`config.mk`:
```
export PLATFORM = sky130hd
export DESIGN_NAME = rx_link_status_readback
export DESIGN_NICKNAME = d
export VERILOG_FILES = /design/src/hdl/rx_link_status_pkg.sv /design/src/hdl/rx_link_status_readback.sv
export VERILOG_INCLUDE_DIRS = /design/src /design/src/hdl
export SDC_FILE = /design/constraint.sdc
export NUM_CORES = 1
export LEC_CHECK = 0
export BUFFER_PORTS_ARGS = -buffer_cell sky130_fd_sc_hd__buf_2
export CAP_MARGIN = 30
export CORE_AREA = 2 2 132 134
export DETAILED_ROUTE_END_ITERATION = 10
export DIE_AREA = 0 0 134 136
export PLACE_DENSITY = 0.61
export SYNTH_ARGS = -nofsm -noshare
export SYNTH_HDL_FRONTEND = slang
export SYNTH_SLANG_ARGS = --single-unit
```
`constraint.sdc`:
```
create_clock -name clk -period 3.8 [get_ports clk]
set_clock_uncertainty 0.2 [all_clocks]
set_input_delay 0.38 -clock clk [delete_from_list [all_inputs] [get_ports clk]]
set_output_delay 0.38 -clock clk [all_outputs]
set_load 0.05 [all_outputs]
```
`src/hdl/rx_link_status_map.svh`:
```
`ifndef RX_LINK_STATUS_MAP_SVH
`define RX_LINK_STATUS_MAP_SVH

// register indices; byte address is four times the index
`define IDX_LINK_ID    8'he3
`define IDX_STATE      8'he4
`define IDX_FRAME_SYNC 8'he5
`define IDX_CELL_SYNC  8'he6
`define IDX_LOAD_SEL   8'hf0
`define IDX_EV_STAT    8'hf1
`define IDX_EV_MASK    8'hf2

// reset values
`define LINK_ID_RST    16'h0020
`define STATE_RST      16'h0000

// link select field width
`define SEL_W          4

// delineation state codes
`define CD_HUNT        2'h0
`define CD_UNUSED      2'h3

// event bits
`define EV_W           3
`define EV_LOAD        0
`define EV_FRAME_LOST  1
`define EV_CELL_LOST   2

`endif

```
`src/hdl/rx_link_status_pkg.sv`:
```
`default_nettype none

package rx_link_status_pkg;

  // per-link status from the receive machines
  typedef struct packed {
    logic       frameLoss;
    logic       delinLoss;
    logic       refLink;
    logic [4:0] linkId;
    logic [1:0] frameLen;
    logic [1:0] frameState;
    logic [1:0] cellState;
  } link_status_t;

  // identity snapshot layout, msb first
  typedef struct packed {
    logic [7:0] zero;
    logic       frameLoss;
    logic       delinLoss;
    logic       refLink;
    logic [4:0] linkId;
  } id_reg_t;

  // state snapshot layout, msb first
  typedef struct packed {
    logic [9:0] zero;
    logic [1:0] frameLen;
    logic [1:0] frameState;
    logic [1:0] cellState;
  } state_reg_t;

endpackage

`default_nettype wire

```
`src/hdl/rx_link_status_readback.sv`:
```
// What this block does
// snapshots refresh only on completed load write
// snapshot link chosen by four-bit select
// unused upper snapshot bits read zero
// identity bit 7 shows frame loss
// identity bit 6 shows delineation loss
// identity bit 5 flags reference link
// identity bits 4:0 hold link ID
// identity resets 0x0020, others reset zero
// state bits 5:4 show frame length
// state bits 3:2 show frame state code
// state bits 1:0 delineation code, never 11
// frame sync register, one bit per link
// frame sync bits live, never latched
// cell sync register, one live bit per link
// reads harmless, writes to status ignored
//
// Local design decision: the APB slave port.
`include "rx_link_status_map.svh"
`default_nettype none

module rx_link_status_readback #(
  parameter int NLINKS  = 16,
  parameter int PADDR_W = 12
)(
  input  wire logic                      clk,
  input  wire logic                      rst,
  input  wire logic                      psel,
  input  wire logic                      penable,
  input  wire logic                      pwrite,
  input  wire logic [PADDR_W-1:0]        paddr,
  input  wire logic [31:0]               pwdata,
  input  wire logic [3:0]                pstrb,
  input  wire rx_link_status_pkg::link_status_t [NLINKS-1:0] linkStat,
  input  wire logic [NLINKS-1:0]         frameSynced,
  input  wire logic [NLINKS-1:0]         cellSynced,
  output logic                           pready,
  output logic [31:0]                    prdata,
  output logic                           pslverr,
  output logic                           irq
);

  // address match against a word index
  function automatic logic regHit
  (
    input logic [PADDR_W-1:0] a,
    input logic [7:0]         idx
  );
    regHit = (a == PADDR_W'({idx, 2'b00}));
  endfunction

  rx_link_status_pkg::id_reg_t    linkIdSnap_ff;
  rx_link_status_pkg::state_reg_t stateSnap_ff;
  rx_link_status_pkg::id_reg_t    nxt_linkIdSnap;
  rx_link_status_pkg::state_reg_t nxt_stateSnap;
  rx_link_status_pkg::link_status_t cap;

  logic [`SEL_W-1:0] linkSel_ff;
  logic [`SEL_W-1:0] selNew;
  logic [`EV_W-1:0]  evStat_ff;
  logic [`EV_W-1:0]  evMask_ff;
  logic [`EV_W-1:0]  nxt_evStat;
  logic [`EV_W-1:0]  evSet;
  logic [`EV_W-1:0]  evClr;
  logic [NLINKS-1:0] frameSyncPrev_ff;
  logic [NLINKS-1:0] cellSyncPrev_ff;
  logic [NLINKS-1:0] frameLost;
  logic [NLINKS-1:0] cellLost;
  logic              pready_ff;
  logic [31:0]       prdata_ff;
  logic [31:0]       nxt_prdata;
  logic              pslverr_ff;
  logic              nxt_err;
  logic              irq_ff;
  logic              setupPh;
  logic              wrDone;
  logic              wrLoad;
  logic              wrStat;
  logic              wrMask;
  logic              pendAny;

  // outputs straight from flops
  assign pready  = pready_ff;
  assign prdata  = prdata_ff;
  assign pslverr = pslverr_ff;
  assign irq     = irq_ff;

  // bus phase decode
  assign setupPh = psel & ~penable;
  assign wrDone  = psel & penable & pready_ff & pwrite;
  assign wrLoad  = wrDone & pstrb[0] & regHit(paddr, `IDX_LOAD_SEL);
  assign wrStat  = wrDone & pstrb[0] & regHit(paddr, `IDX_EV_STAT);
  assign wrMask  = wrDone & pstrb[0] & regHit(paddr, `IDX_EV_MASK);
  assign selNew  = pwdata[`SEL_W-1:0];

  // one wait-free answer: ready in the first access cycle
  always_ff @(posedge clk)
  begin
    if (rst)
      pready_ff <= 1'b0;
    else
      pready_ff <= setupPh & ~pready_ff;
  end

  // read decode, taken in the setup cycle, no side effects
  always_comb
  begin
    nxt_prdata = 32'h0000_0000;
    nxt_err    = 1'b0;
    if (regHit(paddr, `IDX_LINK_ID))
      nxt_prdata = 32'(linkIdSnap_ff);
    else if (regHit(paddr, `IDX_STATE))
      nxt_prdata = 32'(stateSnap_ff);
    else if (regHit(paddr, `IDX_FRAME_SYNC))
      nxt_prdata = 32'(frameSynced);
    else if (regHit(paddr, `IDX_CELL_SYNC))
      nxt_prdata = 32'(cellSynced);
    else if (regHit(paddr, `IDX_LOAD_SEL))
      nxt_prdata = 32'(linkSel_ff);
    else if (regHit(paddr, `IDX_EV_STAT))
      nxt_prdata = 32'(evStat_ff);
    else if (regHit(paddr, `IDX_EV_MASK))
      nxt_prdata = 32'(evMask_ff);
    else
      nxt_err = 1'b1;
  end

  // read data and error held through the access phase
  always_ff @(posedge clk)
  begin
    if (rst)
    begin
      prdata_ff  <= 32'h0000_0000;
      pslverr_ff <= 1'b0;
    end
    else if (setupPh)
    begin
      prdata_ff  <= pwrite ? 32'h0000_0000 : nxt_prdata;
      pslverr_ff <= nxt_err;
    end
  end

  // selected link record, out-of-range select gives zeros
  always_comb
  begin
    cap = '0;
    if (32'(selNew) < NLINKS)
      cap = linkStat[selNew];
  end

  // snapshot fields from the selected link
  always_comb
  begin
    nxt_linkIdSnap           = '0;
    nxt_linkIdSnap.frameLoss = cap.frameLoss;
    nxt_linkIdSnap.delinLoss = cap.delinLoss;
    nxt_linkIdSnap.refLink   = cap.refLink;
    nxt_linkIdSnap.linkId    = cap.linkId;
    nxt_stateSnap            = '0;
    nxt_stateSnap.frameLen   = cap.frameLen;
    nxt_stateSnap.frameState = cap.frameState;
    // the unused code is reported as hunt
    if (cap.cellState == `CD_UNUSED)
      nxt_stateSnap.cellState = `CD_HUNT;
    else
      nxt_stateSnap.cellState = cap.cellState;
  end

  // select register and snapshots, loaded by the load write
  always_ff @(posedge clk)
  begin
    if (rst)
    begin
      linkSel_ff    <= '0;
      linkIdSnap_ff <= `LINK_ID_RST;
      stateSnap_ff  <= `STATE_RST;
    end
    else if (wrLoad)
    begin
      linkSel_ff    <= selNew;
      linkIdSnap_ff <= nxt_linkIdSnap;
      stateSnap_ff  <= nxt_stateSnap;
    end
  end

  // per-link loss of sync detection
  genvar g;
  generate
    for (g = 0; g < NLINKS; g++)
    begin : g_lost
      assign frameLost[g] = frameSyncPrev_ff[g] & ~frameSynced[g];
      assign cellLost[g]  = cellSyncPrev_ff[g] & ~cellSynced[g];
    end
  endgenerate

  // previous sync levels for edge detection
  always_ff @(posedge clk)
  begin
    if (rst)
    begin
      frameSyncPrev_ff <= '0;
      cellSyncPrev_ff  <= '0;
    end
    else
    begin
      frameSyncPrev_ff <= frameSynced;
      cellSyncPrev_ff  <= cellSynced;
    end
  end

  // sticky events, write one to clear, set wins
  always_comb
  begin
    evSet                 = '0;
    evSet[`EV_LOAD]       = wrLoad;
    evSet[`EV_FRAME_LOST] = |frameLost;
    evSet[`EV_CELL_LOST]  = |cellLost;
    evClr                 = wrStat ? pwdata[`EV_W-1:0] : '0;
    nxt_evStat            = (evStat_ff & ~evClr) | evSet;
  end

  // event status register
  always_ff @(posedge clk)
  begin
    if (rst)
      evStat_ff <= '0;
    else
      evStat_ff <= nxt_evStat;
  end

  // event mask register
  always_ff @(posedge clk)
  begin
    if (rst)
      evMask_ff <= '0;
    else if (wrMask)
      evMask_ff <= pwdata[`EV_W-1:0];
  end

  assign pendAny = |(evStat_ff & evMask_ff);

  // level interrupt, one cycle behind the status
  always_ff @(posedge clk)
  begin
    if (rst)
      irq_ff <= 1'b0;
    else
      irq_ff <= pendAny;
  end

  // snapshots hold unless a load write completes
  snap_hold_a: assert property (
    @(posedge clk) disable iff (rst)
    !wrLoad |=> $stable(linkIdSnap_ff) && $stable(stateSnap_ff))
    else $error("snapshot changed without a load write");

  // load captures the selected link
  snap_load_a: assert property (
    @(posedge clk) disable iff (rst)
    wrLoad |=> linkSel_ff == $past(selNew)
      && linkIdSnap_ff.linkId == $past(cap.linkId)
      && stateSnap_ff.frameLen == $past(cap.frameLen))
    else $error("snapshot not taken from the selected link");

  // identity flag bits follow the selected link
  id_flags_a: assert property (
    @(posedge clk) disable iff (rst)
    wrLoad |=> linkIdSnap_ff[7:5] == {$past(cap.frameLoss),
      $past(cap.delinLoss), $past(cap.refLink)})
    else $error("identity flags wrong after load");

  // unused upper bits stay zero
  upper_zero_a: assert property (
    @(posedge clk) disable iff (rst)
    pready && !pslverr && regHit(paddr, `IDX_LINK_ID)
      |-> prdata[31:8] == 24'h00_0000)
    else $error("identity upper bits not zero");

  // reset values seen right after release
  reset_val_a: assert property (
    @(posedge clk)
    $past(rst) |-> linkIdSnap_ff == `LINK_ID_RST
      && stateSnap_ff == `STATE_RST && !irq && !pready)
    else $error("reset value wrong");

  // frame state code carried unchanged
  frame_code_a: assert property (
    @(posedge clk) disable iff (rst)
    wrLoad |=> stateSnap_ff[3:2] == $past(cap.frameState))
    else $error("frame state code wrong");

  // delineation code never reports the unused value
  cd_code_a: assert property (
    @(posedge clk) disable iff (rst)
    stateSnap_ff.cellState != `CD_UNUSED)
    else $error("unused delineation code reported");

  // frame sync read shows the live level
  frame_live_a: assert property (
    @(posedge clk) disable iff (rst)
    setupPh && !pwrite && regHit(paddr, `IDX_FRAME_SYNC)
      |=> pready && prdata == 32'($past(frameSynced)))
    else $error("frame sync read not live");

  // cell sync read shows the live level
  cell_live_a: assert property (
    @(posedge clk) disable iff (rst)
    setupPh && !pwrite && regHit(paddr, `IDX_CELL_SYNC)
      |=> pready && prdata == 32'($past(cellSynced)))
    else $error("cell sync read not live");

  // writes to status locations change nothing
  ro_write_a: assert property (
    @(posedge clk) disable iff (rst)
    wrDone && (regHit(paddr, `IDX_LINK_ID) || regHit(paddr, `IDX_STATE)
      || regHit(paddr, `IDX_FRAME_SYNC) || regHit(paddr, `IDX_CELL_SYNC))
      |=> $stable(linkIdSnap_ff) && $stable(stateSnap_ff)
      && $stable(linkSel_ff) && $stable(evMask_ff))
    else $error("read-only write had an effect");

  // ready one cycle after setup, then low
  apb_ready_a: assert property (
    @(posedge clk) disable iff (rst)
    setupPh |=> pready ##1 !pready)
    else $error("ready timing wrong");

  // interrupt follows pending events by one cycle
  irq_level_a: assert property (
    @(posedge clk) disable iff (rst)
    ##1 irq == $past(pendAny))
    else $error("interrupt does not follow pending events");

  // unused state bits read zero
  state_zero_a: assert property (
    @(posedge clk) disable iff (rst)
    pready && !pslverr && regHit(paddr, `IDX_STATE)
      |-> prdata[31:6] == 26'h0)
    else $error("state upper bits not zero");

  // select register changes only by a load write
  sel_hold_a: assert property (
    @(posedge clk) disable iff (rst)
    !wrLoad |=> $stable(linkSel_ff))
    else $error("link select changed without a load write");

  // completed load raises its event bit
  load_event_a: assert property (
    @(posedge clk) disable iff (rst)
    wrLoad |=> evStat_ff[`EV_LOAD])
    else $error("load event not set");

  // frame sync loss on any link raises its event bit
  frame_event_a: assert property (
    @(posedge clk) disable iff (rst)
    (|frameLost) |=> evStat_ff[`EV_FRAME_LOST])
    else $error("frame sync loss event not set");

  // delineation loss on any link raises its event bit
  cell_event_a: assert property (
    @(posedge clk) disable iff (rst)
    (|cellLost) |=> evStat_ff[`EV_CELL_LOST])
    else $error("delineation loss event not set");

  // writing one clears the load event
  event_clear_a: assert property (
    @(posedge clk) disable iff (rst)
    wrStat && pwdata[`EV_LOAD] |=> !evStat_ff[`EV_LOAD])
    else $error("load event not cleared by write one");

  // mask changes only by a mask write
  mask_hold_a: assert property (
    @(posedge clk) disable iff (rst)
    !wrMask |=> $stable(evMask_ff))
    else $error("mask changed without a mask write");

  // nothing unmasked, no interrupt
  irq_masked_a: assert property (
    @(posedge clk) disable iff (rst)
    evMask_ff == '0 |=> !irq)
    else $error("interrupt raised with all events masked");

endmodule

`default_nettype wire

```
Word level (Yosys, flattened, before mapping)
Index checks and enable logic that the tools add are counted.
{"block": "op_classes", "order_cmp": 1, "n_eq_ne": 8, "n_mux": 19, "bitwise": 79, "reduce_logical": 3}
{"operator": "12-bit by 10-bit equality test with 1-bit output, second input constant", "n": 7}
{"operator": "16-bit two-way mux", "n": 4}
{"operator": "14-bit binary-select mux with 4-bit select", "n": 1}
{"operator": "1-bit AND", "n": 41}
{"operator": "1-bit NOT", "n": 34}
{"operator": "32-bit two-way mux", "n": 1}
{"operator": "16-bit OR reduction", "n": 2}
{"operator": "14-bit two-way mux", "n": 1}
{"operator": "3-bit two-way mux", "n": 3}
{"operator": "1-bit two-way mux", "n": 7}
{"operator": "3-bit AND", "n": 2}
{"operator": "4-bit by 5-bit < comparator with 1-bit output, second input constant", "n": 1}
{"operator": "4-bit two-way mux", "n": 1}
{"operator": "3-bit NOT", "n": 1}
{"operator": "3-bit bitwise OR", "n": 1}
{"operator": "3-bit OR reduction", "n": 1}
{"operator": "2-bit equality test, second input constant", "n": 1}
{"operator": "2-bit two-way mux", "n": 1}
{"block": "word_totals", "inputBits": 309, "word_cells": 126, "ff_bits": 91, "output_inout_bits": 35}

Depth between registers and ports, before layout
Gate-level depths: netlist (run 1).
{"block": "logic_depth", "word_depth": 9, "depth_mapped": 8, "mapped_depth_nobuf": 5}

Worst setup path after synthesis (run 1)
OpenSTA, ideal clock, no wires.
{"block": "synth_timing", "path_type": "in2reg", "from": "input port pwdata[1]", "to": "register linkIdSnap_ff[4] (netlist name)", "path_stages": 7, "path_buffers": 3, "required_time_ns": 3.468, "setup_slack_ns": 1.592, "setup_time_ns": 0.132, "arrival_time_ns": 1.876, "cell_sequence": "clkbuf_1 -> buf_4 -> buf_2 -> mux4_2 -> mux4_2 -> nand2_1 -> a21oi_1"}
{"block": "synth_between", "elab_chain_cells": 2}
{"element": "from (decl)", "line_no": "rx_link_status_readback.sv:32", "source": "input wire logic [31:0] pwdata,"}
{"element": "14-bit binary-select mux with 4-bit select", "line_no": "rx_link_status_readback.sv:148", "source": "cap = linkStat[selNew];"}
{"element": "14-bit two-way mux (implied by the code)", "line_no": "rx_link_status_readback.sv:148"}
{"element": "to (signal assigned)", "line_no": "rx_link_status_readback.sv:175", "source": "linkIdSnap_ff <= `LINK_ID_RST;"}
{"element": "to (signal assigned)", "line_no": "rx_link_status_readback.sv:181", "source": "linkIdSnap_ff <= nxt_linkIdSnap;"}
{"element": "to (decl)", "line_no": "rx_link_status_readback.sv:52", "source": "rx_link_status_pkg::id_reg_t linkIdSnap_ff;"}
Every way passes these cells. The select of a mux whose other input is x is not followed.
A chain may end at the register's enable or synchronous reset.

Final worst setup path (run 1)
{"block": "layout_timing", "from": "input port paddr[1]", "to": "register prdata_ff[7] (netlist: prdata[7])"}
{"block": "layout_between", "elab_chain_cells": 6, "elab_cells_between_ends": 9, "cone_classes": "eq/ne (4); mux (5)"}
{"element": "from (decl)", "line_no": "rx_link_status_readback.sv:31", "source": "input wire logic [PADDR_W-1:0] paddr,"}
{"element": "12-bit by 10-bit equality test with 1-bit output", "line_no": "rx_link_status_readback.sv:49", "source": "regHit = (a == PADDR_W'({idx, 2'b00}));"}
{"element": "16-bit two-way mux", "line_no": "rx_link_status_readback.sv:116", "source": "else if (regHit(paddr, `IDX_CELL_SYNC))"}
{"element": "16-bit two-way mux", "line_no": "rx_link_status_readback.sv:114", "source": "else if (regHit(paddr, `IDX_FRAME_SYNC))"}
{"element": "16-bit two-way mux", "line_no": "rx_link_status_readback.sv:112", "source": "else if (regHit(paddr, `IDX_STATE))"}
{"element": "16-bit two-way mux *", "line_no": "rx_link_status_readback.sv:110", "source": "if (regHit(paddr, `IDX_LINK_ID))"}
{"element": "32-bit two-way mux *", "line_no": "rx_link_status_readback.sv:138", "source": "prdata_ff <= pwrite ? 32'h0000_0000 : nxt_prdata;"}
{"element": "to (signal assigned)", "line_no": "rx_link_status_readback.sv:138"}
{"element": "to (decl)", "line_no": "rx_link_status_readback.sv:70", "source": "logic [31:0] prdata_ff;"}
Every way passes the cells marked *; elsewhere a longest branch is shown, timed or not.

==> results by group, run 1 <==
Synthesis
  – Mean post-synth cell area: between 10 and 15 um2
  – Register area share after synthesis: ~30%
  – Top cell type's share of synthesized area: 29.9%
  – Compound-Gate Fraction of Synth Area: 14.5%
  – Distinct cells, synth: 53
  – Largest family of logic cells by synthesized area: multiplexers
  – Synth Instances: 493
  – Synth Register Bits: 75
  – Post-Synth XOR/XNOR Area: 0%
  – Yosys top cell by area: dfxtp_1
  – Synth async-reset ratio: 0%
  – Adder-Cell Fraction of Synth Area: 0%
  – Ranking of synthesized cells by area: dfxtp_1 30%, mux4_2 30%, nand2_1 3.8%
  – Yosys warning total: 0
  – Multiplexer share of the synthesized area: 32.3%
  – Synth Area in Simple Gates: about 14%
  – Syn Std Cell Area: 5020 um2
  – Main flop type after synthesis: dfxtp_1
  – Post-synth EDFFs: 0

Min path
  – Worst Hold Path Cells: 2
  – HP Start: cellSynced[8]
  – Worst Hold Class: input port to flop
  – WHS Endpoint: cellSyncPrev_ff[8]

Run status
  – Outcome: complete, no violations

Layout
  – Area grow syn2layout: 38.1%
  – Cell Count, Final, Fillers Out: 997
  – Post-layout util: between 40% and 50%
  – Nets: 1072
  – Commonest non-fill, non-tap cell in the layout: buf_2
  – Layout cell share with drive strength beyond 1: 51.0%
  – Area taken by multi-input logic gates: 3110 um2
  – Seq. cell area: about 1500 um2
  – Most frequent cells in the layout: 295 x buf_2, 75 x dfxtp_1, 66 x mux4_2
  – Fill cells: 1679
  – Layout Cell Area excl Fill: 6930 um2

Setup path
  – CP Capture Type: flop
  – Worst path max stage delay: 0.80 ns
  – CP Launch Type: input port
  – Reg2reg start: cellSyncPrev_ff[8]
  – Worst R2R Path Depth: 5
  – Arrival time worst endpoint: ~2.4 ns
  – WP data required: 3.86 ns
  – Crit-path max FO: 10
  – CP cell instances: buf_2 -> nor4_1 -> nand4_1 -> nor3b_2 -> nand2_1 -> a21oi_1
  – Reg-to-reg slack, setup: between 1.5 and 2 ns
  – Critical path class: input port to flop
  – Slowest stage cell, crit path: nor3b_2
  – FF-to-FF End: evStat_ff[2]

Die
  – IO Pins: 344
  – Initial Utilization: 29.8%
  – Die height: around 140 um
  – # rows: 48
  – Die width: 134 um
  – Core area: 16900 um2
  – Total die area: 18200 um2

STA
  – Measured slew at the worst slew-check pin: roughly 0.94 ns
  – Tmin final: 2.37 ns
  – Setup TNS: 0 ns
  – Final Cycle Share: 62.4%
  – RSZ-0062 raised after global routing: no
  – Hold Vio Cnt, Final: 0
  – Relative max-transition margin: a little under two fifths
  – Achievable Freq: 422 MHz
  – Setup violations, final: 0
  – Max-slew violations: 0
  – Fin worst setup slack: 1.43 ns

Global routing
  – Total gr overflow: 0
  – Largest net degree at the start of global routing: 53
  – First-pass GRT wire length: about 28000 um
  – Vias in the first global route: 4911
  – Initial antenna violation count: 4
  – GRT Util Overall: 20.2%

Power and ir drop
  – VDD IR max: between 0.3 and 0.4 mV
  – Power Density: between 300 and 400 nW/um2
  – LEAKAGE: 3.03 nW

CTS
  – CTS tree: yes
  – Setup bufs post-CTS: 0
  – CTS HTree Levels: 3
  – Hold-fix buffer count after cts: 0
  – Clk Latency, worst-skew pair: 0.33 ns
  – Post_cts resized: 0
  – Clk sinks: between 70 and 80
  – Num CTS Buffers: 9
  – Root Driver: clkbuf_16
  – Clock buffer depth: 2
  – CTS clk-pin slew, worst paths: roughly 0.060 ns

Detailed routing
  – Iter 0 DRT Violations: 251
  – Vias: 4993
  – DRC viols: 0
  – DR vias/cell: 5.01
  – WL/cell: between 15 and 20 um
  – TritonRoute pass-1 iters: 4
  – Antenna viol nets, final: 0
  – Routed wire length: 19100 um

Placed design
  – Area after DPL: 6580 um2
  – GP Congestion: 0.836
  – Hpwl dp: 15900 um
  – Port Buf Inserts: 296
  – Pre-CTS WS: 1.10 ns
  – Inst Count DP: between 900 and 1000

Job
  – Max Cap Viol: 0
## metal layers
| layer | wire [um] | up-vias | GRT usage [%] | part of all wire [%] |
|---|---|---|---|---|
| met5 | 7 | - | 0 | 0.037 |
| met1 | 8160 | 2375 | 27.3 | 43 |
| met4 | 307 | 2 | 5.02 | 1.6 |
| met3 | 1270 | 19 | 3.69 | 6.7 |
| met2 | 9350 | 219 | 33.6 | 49 |
| li1 | - | 2378 | - | - |
## worst max path at each step
stage          startpoint               end  depth (start not counted)
3_3_place_gp    pwdata[0]   stateSnap_ff[3]                          6
4_1_cts         pwdata[0]   stateSnap_ff[3]                          6
3_5_place_dp    pwdata[0]   stateSnap_ff[3]                          6
5_1_grt          paddr[1]        prdata[11]                          6
2_1_floorplan   pwdata[1]  linkIdSnap_ff[4]                          7
6_report         paddr[1]         prdata[7]                          6
## critical path, delay by kind of cell
kind | cells | cell delay (ns)
buffers and inverters | 1 | 0.09
AOI/OAI and AO/OA | 1 | 0.16
and+or+nand+nor | 4 | 1.79
## cells in the mapped netlist, types with 10 or more instances
| library cell | n |
|---|---|
| dfxtp_1 | 75 |
| mux4_2 | 66 |
| nand2_1 | 51 |
| a21oi_1 | 32 |
| inv_1 | 32 |
| nor2_1 | 28 |
| nor2b_1 | 27 |
| buf_4 | 19 |
| clkbuf_1 | 19 |
| a22oi_1 | 15 |
| buf_2 | 12 |
| a22o_1 | 11 |
| o21ai_0 | 10 |
## per-stage QoR
step                      hold slack [ns]  power, mW
after detailed placement            0.240       1.34
after global routing               0.0913       2.38
after global placement              0.236       1.33
final                              0.0896       2.28
after CTS                          0.0817       2.31
after floorplan                     0.227       1.13
## where the power goes
| group | switching (mW) | internal [mW] | leakage (nW) |
|---|---|---|---|
| sequential | 0.00631 | 0.807 | 0.614 |
| clock | 0.319 | 0.642 | 0.159 |
| combinational | 0.240 | 0.265 | 2.26 |
## logic make-up after synthesis
| group | count (synthesis) |
|---|---|
| buffers and inverters | 91 |
| other | 1 |
| AO/OA/AOI/OAI | 107 |
| flip-flops | 75 |
| multiplexers | 79 |
| AND/OR/NAND/NOR | 140 |
## state kept, by name, summed over array words and instances (netlist names)
| name | count |
|---|---|
| linkSel_ff | 4 |
| evStat_ff | 3 |
| prdata | 16 |
| frameSyncPrev_ff | 16 |
| evMask_ff | 3 |
| linkIdSnap_ff | 8 |
| stateSnap_ff | 6 |
| irq | 1 |
| cellSyncPrev_ff | 16 |
| pready | 1 |
| pslverr | 1 |
## area by class of cell
class | count | area share (%)
Tap cell | 225 | 4.06
Clock buffer | 10 | 3.30
Antenna cell | 4 | 0.144
Timing Repair Buffer | 303 | 22.5
Clock inverter | 6 | 1.64
Multi-Input combinational cell | 342 | 44.9
Sequential cell | 75 | 21.7
Inverter | 32 | 1.73
Note: power is estimated with default switching activity, not from simulation.
==> run 2, diff against run 1 <==
Settings changed: CORE_AREA 2 2 132 134 to 2 2 133 135, DIE_AREA 0 0 134 136 to 0 0 135 137, PLACE_DENSITY 0.61 to 0.63.
Clock period 3.8 ns to 2.15 ns, I/O delays scaled along.
==> results by group, run 2 (synthesized netlist as in run 1, its figures left out) <==
Run status
  – Outcome: complete, no violations

Setup path
  – Reg2reg start: frameSyncPrev_ff[7]
  – Critical path class: input port to flop
  – FF-to-FF End: evStat_ff[1]
  – CP Capture Type: flop
  – Slowest stage cell, crit path: dlygate4sd3_1
  – CP cell instances: dlygate4sd3_1 -> buf_2 -> inv_1 -> a21oi_1 -> o221ai_1 -> a2111oi_1 -> buf_4 -> a41oi_1
  – WP data required: 2.14 ns
  – Crit-path max FO: 2
  – Reg-to-reg slack, setup: 0.39 ns
  – Arrival time worst endpoint: 1.94 ns
  – Worst R2R Path Depth: 6
  – Worst path max stage delay: approximately 0.53 ns
  – CP Launch Type: input port

Power and ir drop
  – VDD IR max: 0.461 mV
  – LEAKAGE: 3.33 nW
  – Power Density: around 540 nW/um2
  – Power Total: 4.07 mW

STA
  – Final Cycle Share: 90.6%
  – Hold Vio Cnt, Final: 0
  – RSZ-0062 raised after global routing: no
  – Fin worst setup slack: 0.203 ns
  – Max-slew violations: 0
  – Setup violations, final: 0
  – Tmin final: 1.95 ns
  – Setup TNS: 0 ns
  – Achievable Freq: 514 MHz

CTS
  – CTS tree: yes
  – Clock buffer depth: 2
  – Root Driver: clkbuf_16
  – Num CTS Buffers: 9
  – CTS HTree Levels: 3
  – CTS clk-pin slew, worst paths: approximately 0.06 ns
  – Clk sinks: 75
  – Clk Latency, worst-skew pair: 0.34 ns
  – Setup bufs post-CTS: 0

Global routing
  – Largest net degree at the start of global routing: 43
  – Initial antenna violation count: 15
  – First-pass GRT wire length: 30400 um
  – Vias in the first global route: 5218
  – GRT Util Overall: 22.5%
  – Total gr overflow: 0

Min path
  – WHS Endpoint: prdata[5]
  – HP Start: rst
  – Worst Hold Class: input port to flop
  – Worst Hold Path Cells: 2

Die
  – Die width: 135 um
  – Initial Utilization: 29.4%
  – Total die area: 18500 um2
  – Core area: 17100 um2
  – # rows: 48
  – IO Pins: 344
  – Die height: 137 um

Placed design
  – Pre-CTS WS: 0.0131 ns
  – Area after DPL: about 7000 um2
  – GP Congestion: 0.903
  – Hpwl dp: 18100 um
  – Port Buf Inserts: 296

Detailed routing
  – TritonRoute pass-1 iters: 4
  – DRC viols: 0
  – DR vias/cell: 5.03
  – Routed wire length: ~21000 um
  – WL/cell: 20.3 um
  – Antenna viol nets, final: 0
  – Iter 0 DRT Violations: 325
  – Vias: around 5300

Job
  – Max Cap Viol: 0

Layout
  – Post-layout util: 44.2%
  – Layout Cell Area excl Fill: 7540 um2
  – Area grow syn2layout: 50.2%
  – Commonest non-fill, non-tap cell in the layout: buf_2
  – Nets: 1133
  – Layout cell share with drive strength beyond 1: between 50% and 60%
  – Most frequent cells in the layout: 295 x buf_2, 75 x dfxtp_1, 66 x mux4_2
[run 2: what timing repair did]
action	in CTS	in global routing
setup endpoints to repair	0	1
resized for setup	0	1
endpoints found under the hold margin	32	0
hold buffers	32	0
[run 2: worst max path at each step]
stage / start / cells after the start / slack, ns / endpoint
final: frameSynced[15] / 8 / 0.20 / evStat_ff[1]
after floorplan: pwdata[1] / 7 / 0.11 / linkIdSnap_ff[4]
after CTS: frameSynced[15] / 8 / 0.13 / evStat_ff[1]
after detailed placement: pwdata[0] / 6 / 0.01 / linkIdSnap_ff[1]
after global routing: frameSynced[15] / 8 / 0.05 / evStat_ff[1]
after global placement: pwdata[0] / 6 / 0.008 / linkIdSnap_ff[1]
[run 2: through the flow]
step                cells  hold slack, ns
floorplan             508           0.143
global placement     1006           0.234
detailed placement   1006           0.239
CTS                  1054          0.0794
global route         1056           0.113
finish               1058          0.0929
[run 2: where the power goes]
group / internal, mW / switching, mW
clock network: 1.05 / 0.601
registers: 1.43 / 0.0114
logic: 0.545 / 0.435
total: 3.02 / 1.05
[run 2: layer usage]
layer  wire length, um  vias up  track usage [%]
met3              2020       47             8.19
met4               538       14             6.54
met5                82        -                0
li1                  -     2493                -
met2             10600      242             37.5
met1              8260     2529             27.3
[run 2: critical path, delay by kind of cell]
family,cells,cell delay (ns)
buffers and inverters,4,0.90
AO/OA/AOI/OAI,4,0.83
[run 2: area by class of cell]
class	count	area [um2]
inverters	32	120
clock buffers	10	239
well taps	225	282
repair buffers	364	2190
diodes	4	10.0
clock inverters	6	88.8
fillers	1701	9510
multi-input cells	342	3120
flip-flops and latches	75	1500
==> run 3, diff against run 2 <==
--- a/config.mk
+++ b/config.mk
@@ -9,8 +9,8 @@
 export BUFFER_PORTS_ARGS = -buffer_cell sky130_fd_sc_hd__buf_2
 export CAP_MARGIN = 30
-export CORE_AREA = 2 2 133 135
+export CORE_AREA = 2 2 134 136
 export DETAILED_ROUTE_END_ITERATION = 10
-export DIE_AREA = 0 0 135 137
-export PLACE_DENSITY = 0.63
+export DIE_AREA = 0 0 136 138
+export PLACE_DENSITY = 0.6
 export SYNTH_ARGS = -nofsm -noshare
 export SYNTH_HDL_FRONTEND = slang
==> constraint.sdc (replaced) <==
create_clock -name clk -period 2 [get_ports clk]
set_clock_uncertainty 0.2 [all_clocks]
set_input_delay 0.2 -clock clk [delete_from_list [all_inputs] [get_ports clk]]
set_output_delay 0.2 -clock clk [all_outputs]
set_load 0.02 [all_outputs]
==> results by group, run 3 (synthesized netlist as in run 1, its figures left out) <==
Setup path
  – CP top delay family: buffers and inverters
  – Arrival time worst endpoint: between 1.5 and 2 ns
  – CP Launch Type: input port
  – Crit-path max FO: 3
  – CP Capture Type: flop
  – Critical path class: input port to flop
  – Slowest stage cell, crit path: dlygate4sd3_1
  – WP buf/inv: 3
  – CP cell instances: dlygate4sd3_1 -> buf_2 -> nor2b_1 -> a21oi_1 -> o221ai_1 -> a2111oi_0 -> buf_4 -> a41oi_1
  – WP data required: 2.00 ns
  – Worst path max stage delay: 0.54 ns

Detailed routing
  – TritonRoute pass-1 iters: 5
  – DRC viols: 0
  – Vias: about 5400
  – Antenna viol nets, final: 0
  – Routed wire length: between 20000 and 25000 um
  – WL/cell: 19.7 um
  – Iter 0 DRT Violations: between 200 and 250
  – DR vias/cell: 4.97

Placed design
  – Port Buf Inserts: 296
  – GP Congestion: 0.841
  – Inst Count DP: 1026
  – Area after DPL: between 6000 and 7000 um2
  – Hpwl dp: 17600 um

STA
  – Hold Vio Cnt, Final: 0
  – Achievable Freq: roughly 530 MHz
  – Setup violations, final: 0
  – Max-slew violations: 0
  – RSZ-0062 raised after global routing: no
  – Final Cycle Share: 93.6%
  – Measured slew at the worst slew-check pin: 0.559 ns
  – Tmin final: 1.87 ns
  – Relative max-transition margin: 62.7%

Layout
  – Commonest non-fill, non-tap cell in the layout: buf_2
  – Layout Cell Area excl Fill: 7620 um2
  – Area grow syn2layout: 51.7%
  – Layout cell share with drive strength beyond 1: 51.8%
  – Most frequent cells in the layout: 295 x buf_2, 75 x dfxtp_1, 66 x mux4_2
  – Cell Count, Final, Fillers Out: 1078
  – Fill cells: 1762
  – Nets: 1149

Die
  – IO Pins: 344
  – Total die area: 18800 um2
  – Die width: 136 um
  – Die height: 138 um
  – Core area: 17500 um2
  – Initial Utilization: 28.6%
  – # rows: 49

CTS
  – Clk sinks: 75
  – CTS clk-pin slew, worst paths: 0.06 ns
  – CTS HTree Levels: 3
  – Clock buffer depth: 2
  – Clk Latency, worst-skew pair: 0.33 ns
  – Root Driver: clkbuf_16
  – Setup bufs post-CTS: 0
  – Num CTS Buffers: 9
  – CTS tree: yes

Min path
  – Worst Hold Class: input port to flop

Global routing
  – Largest net degree at the start of global routing: 43
  – First-pass GRT wire length: 31100 um
  – GRT Util Overall: 22.1%
  – Vias in the first global route: 5339
  – Initial antenna violation count: 7
  – Total gr overflow: 0

Power and ir drop
  – VDD IR max: 0.445 mV
  – Clock network fraction of design power: 38.2%
  – LEAKAGE: 3.39 nW
  – Reg power frac: 36.9%
  – Comb power frac: 24.9%
  – Sw Ratio: 25.2%
  – Power Density: 550 nW/um2
  – Sw Pwr: 1.06 mW
  – Internal Pwr Total: around 3.1 mW

Run status
  – Outcome: complete, no violations

Job
  – Max Cap Viol: 0
==> run 3: cell count changes in the layout (fill, tap and decap cells not counted), sizes merged <==
| cell | previous run | this run |
|---|---|---|
| buf | 332 | 348 |
| bufinv | 2 | 1 |
| clkbuf | 10 | 11 |
| clkinvlp | 2 | 1 |
| diode | 4 | 5 |
==> run 3: what timing repair did <==
action,4_1_cts,5_1_grt
resized for setup,1,1
hold endpoints to repair,32,0
endpoints found under the setup margin,1,1
hold buffers,32,0
gates cloned,0,0
==> run 3: layout make-up <==
class | count | area, um2 | area share [%]
Inverter | 32 | 120 | 1.58
Tap cell | 229 | 287 | 3.76
Multi-Input combinational cell | 342 | 3120 | 41.0
Timing Repair Buffer | 380 | 2280 | 30.0
Antenna cell | 5 | 12.5 | 0.164
Clock inverter | 4 | 51.3 | 0.673
Sequential cell | 75 | 1500 | 19.7
Clock buffer | 11 | 243 | 3.19
==> run 3: power groups by stage <==
stage	Sequential (mW)	Clock (mW)	Combinational [mW]
global route	1.55	1.70	1.12
finish	1.55	1.60	1.04
floorplan	1.58	0	0.535
global placement	1.58	0	0.982
CTS	1.55	1.63	1.04
detailed placement	1.58	0	0.991
==> run 3: worst reg2reg max path, stage by stage, from the launching register on <==
cell       delay [ns]
dfxtp_1          0.29
nor2b_1          0.12
a21oi_1          0.13
o221ai_1         0.16
a2111oi_2        0.47
buf_4            0.18
a41oi_1          0.08
==> run 3: routing by layer <==
layer / GRT usage (%) / wire length [um]
met5: 0 / 13
met4: 5.98 / 246
met3: 3.89 / 1290
met2: 38.6 / 10900
met1: 27.9 / 8830
==> run 3: stage by stage <==
stage	utilization, %	total power [mW]	setup WS, ns	TNS, ns	hold WS [ns]
after floorplan	-	2.11	0.00457	0	0.128
after global placement	39.8	2.56	-0.0826	-1.03	0.243
after detailed placement	39.8	2.57	-0.0850	-1.04	0.245
after CTS	43.3	4.22	0.0365	0	0.0606
after global routing	43.4	4.37	0.00951	0	0.0945
final	43.4	4.19	0.129	0	0.0807
==> run 3: worst paths after layout <==
| kind | to | cells after the start | from | slack [ns] |
|---|---|---|---|---|
| worst max-delay path | evStat_ff[1] | 8 | frameSynced[7] | 0.13 |
| worst min-delay path | prdata[9] | 4 | cellSynced[9] | 0.08 |
| worst max register to register | evStat_ff[2] | 6 | cellSyncPrev_ff[8] | 0.24 |
| worst min register to register | linkSel_ff[1] | 2 | linkSel_ff[1] | 0.25 |
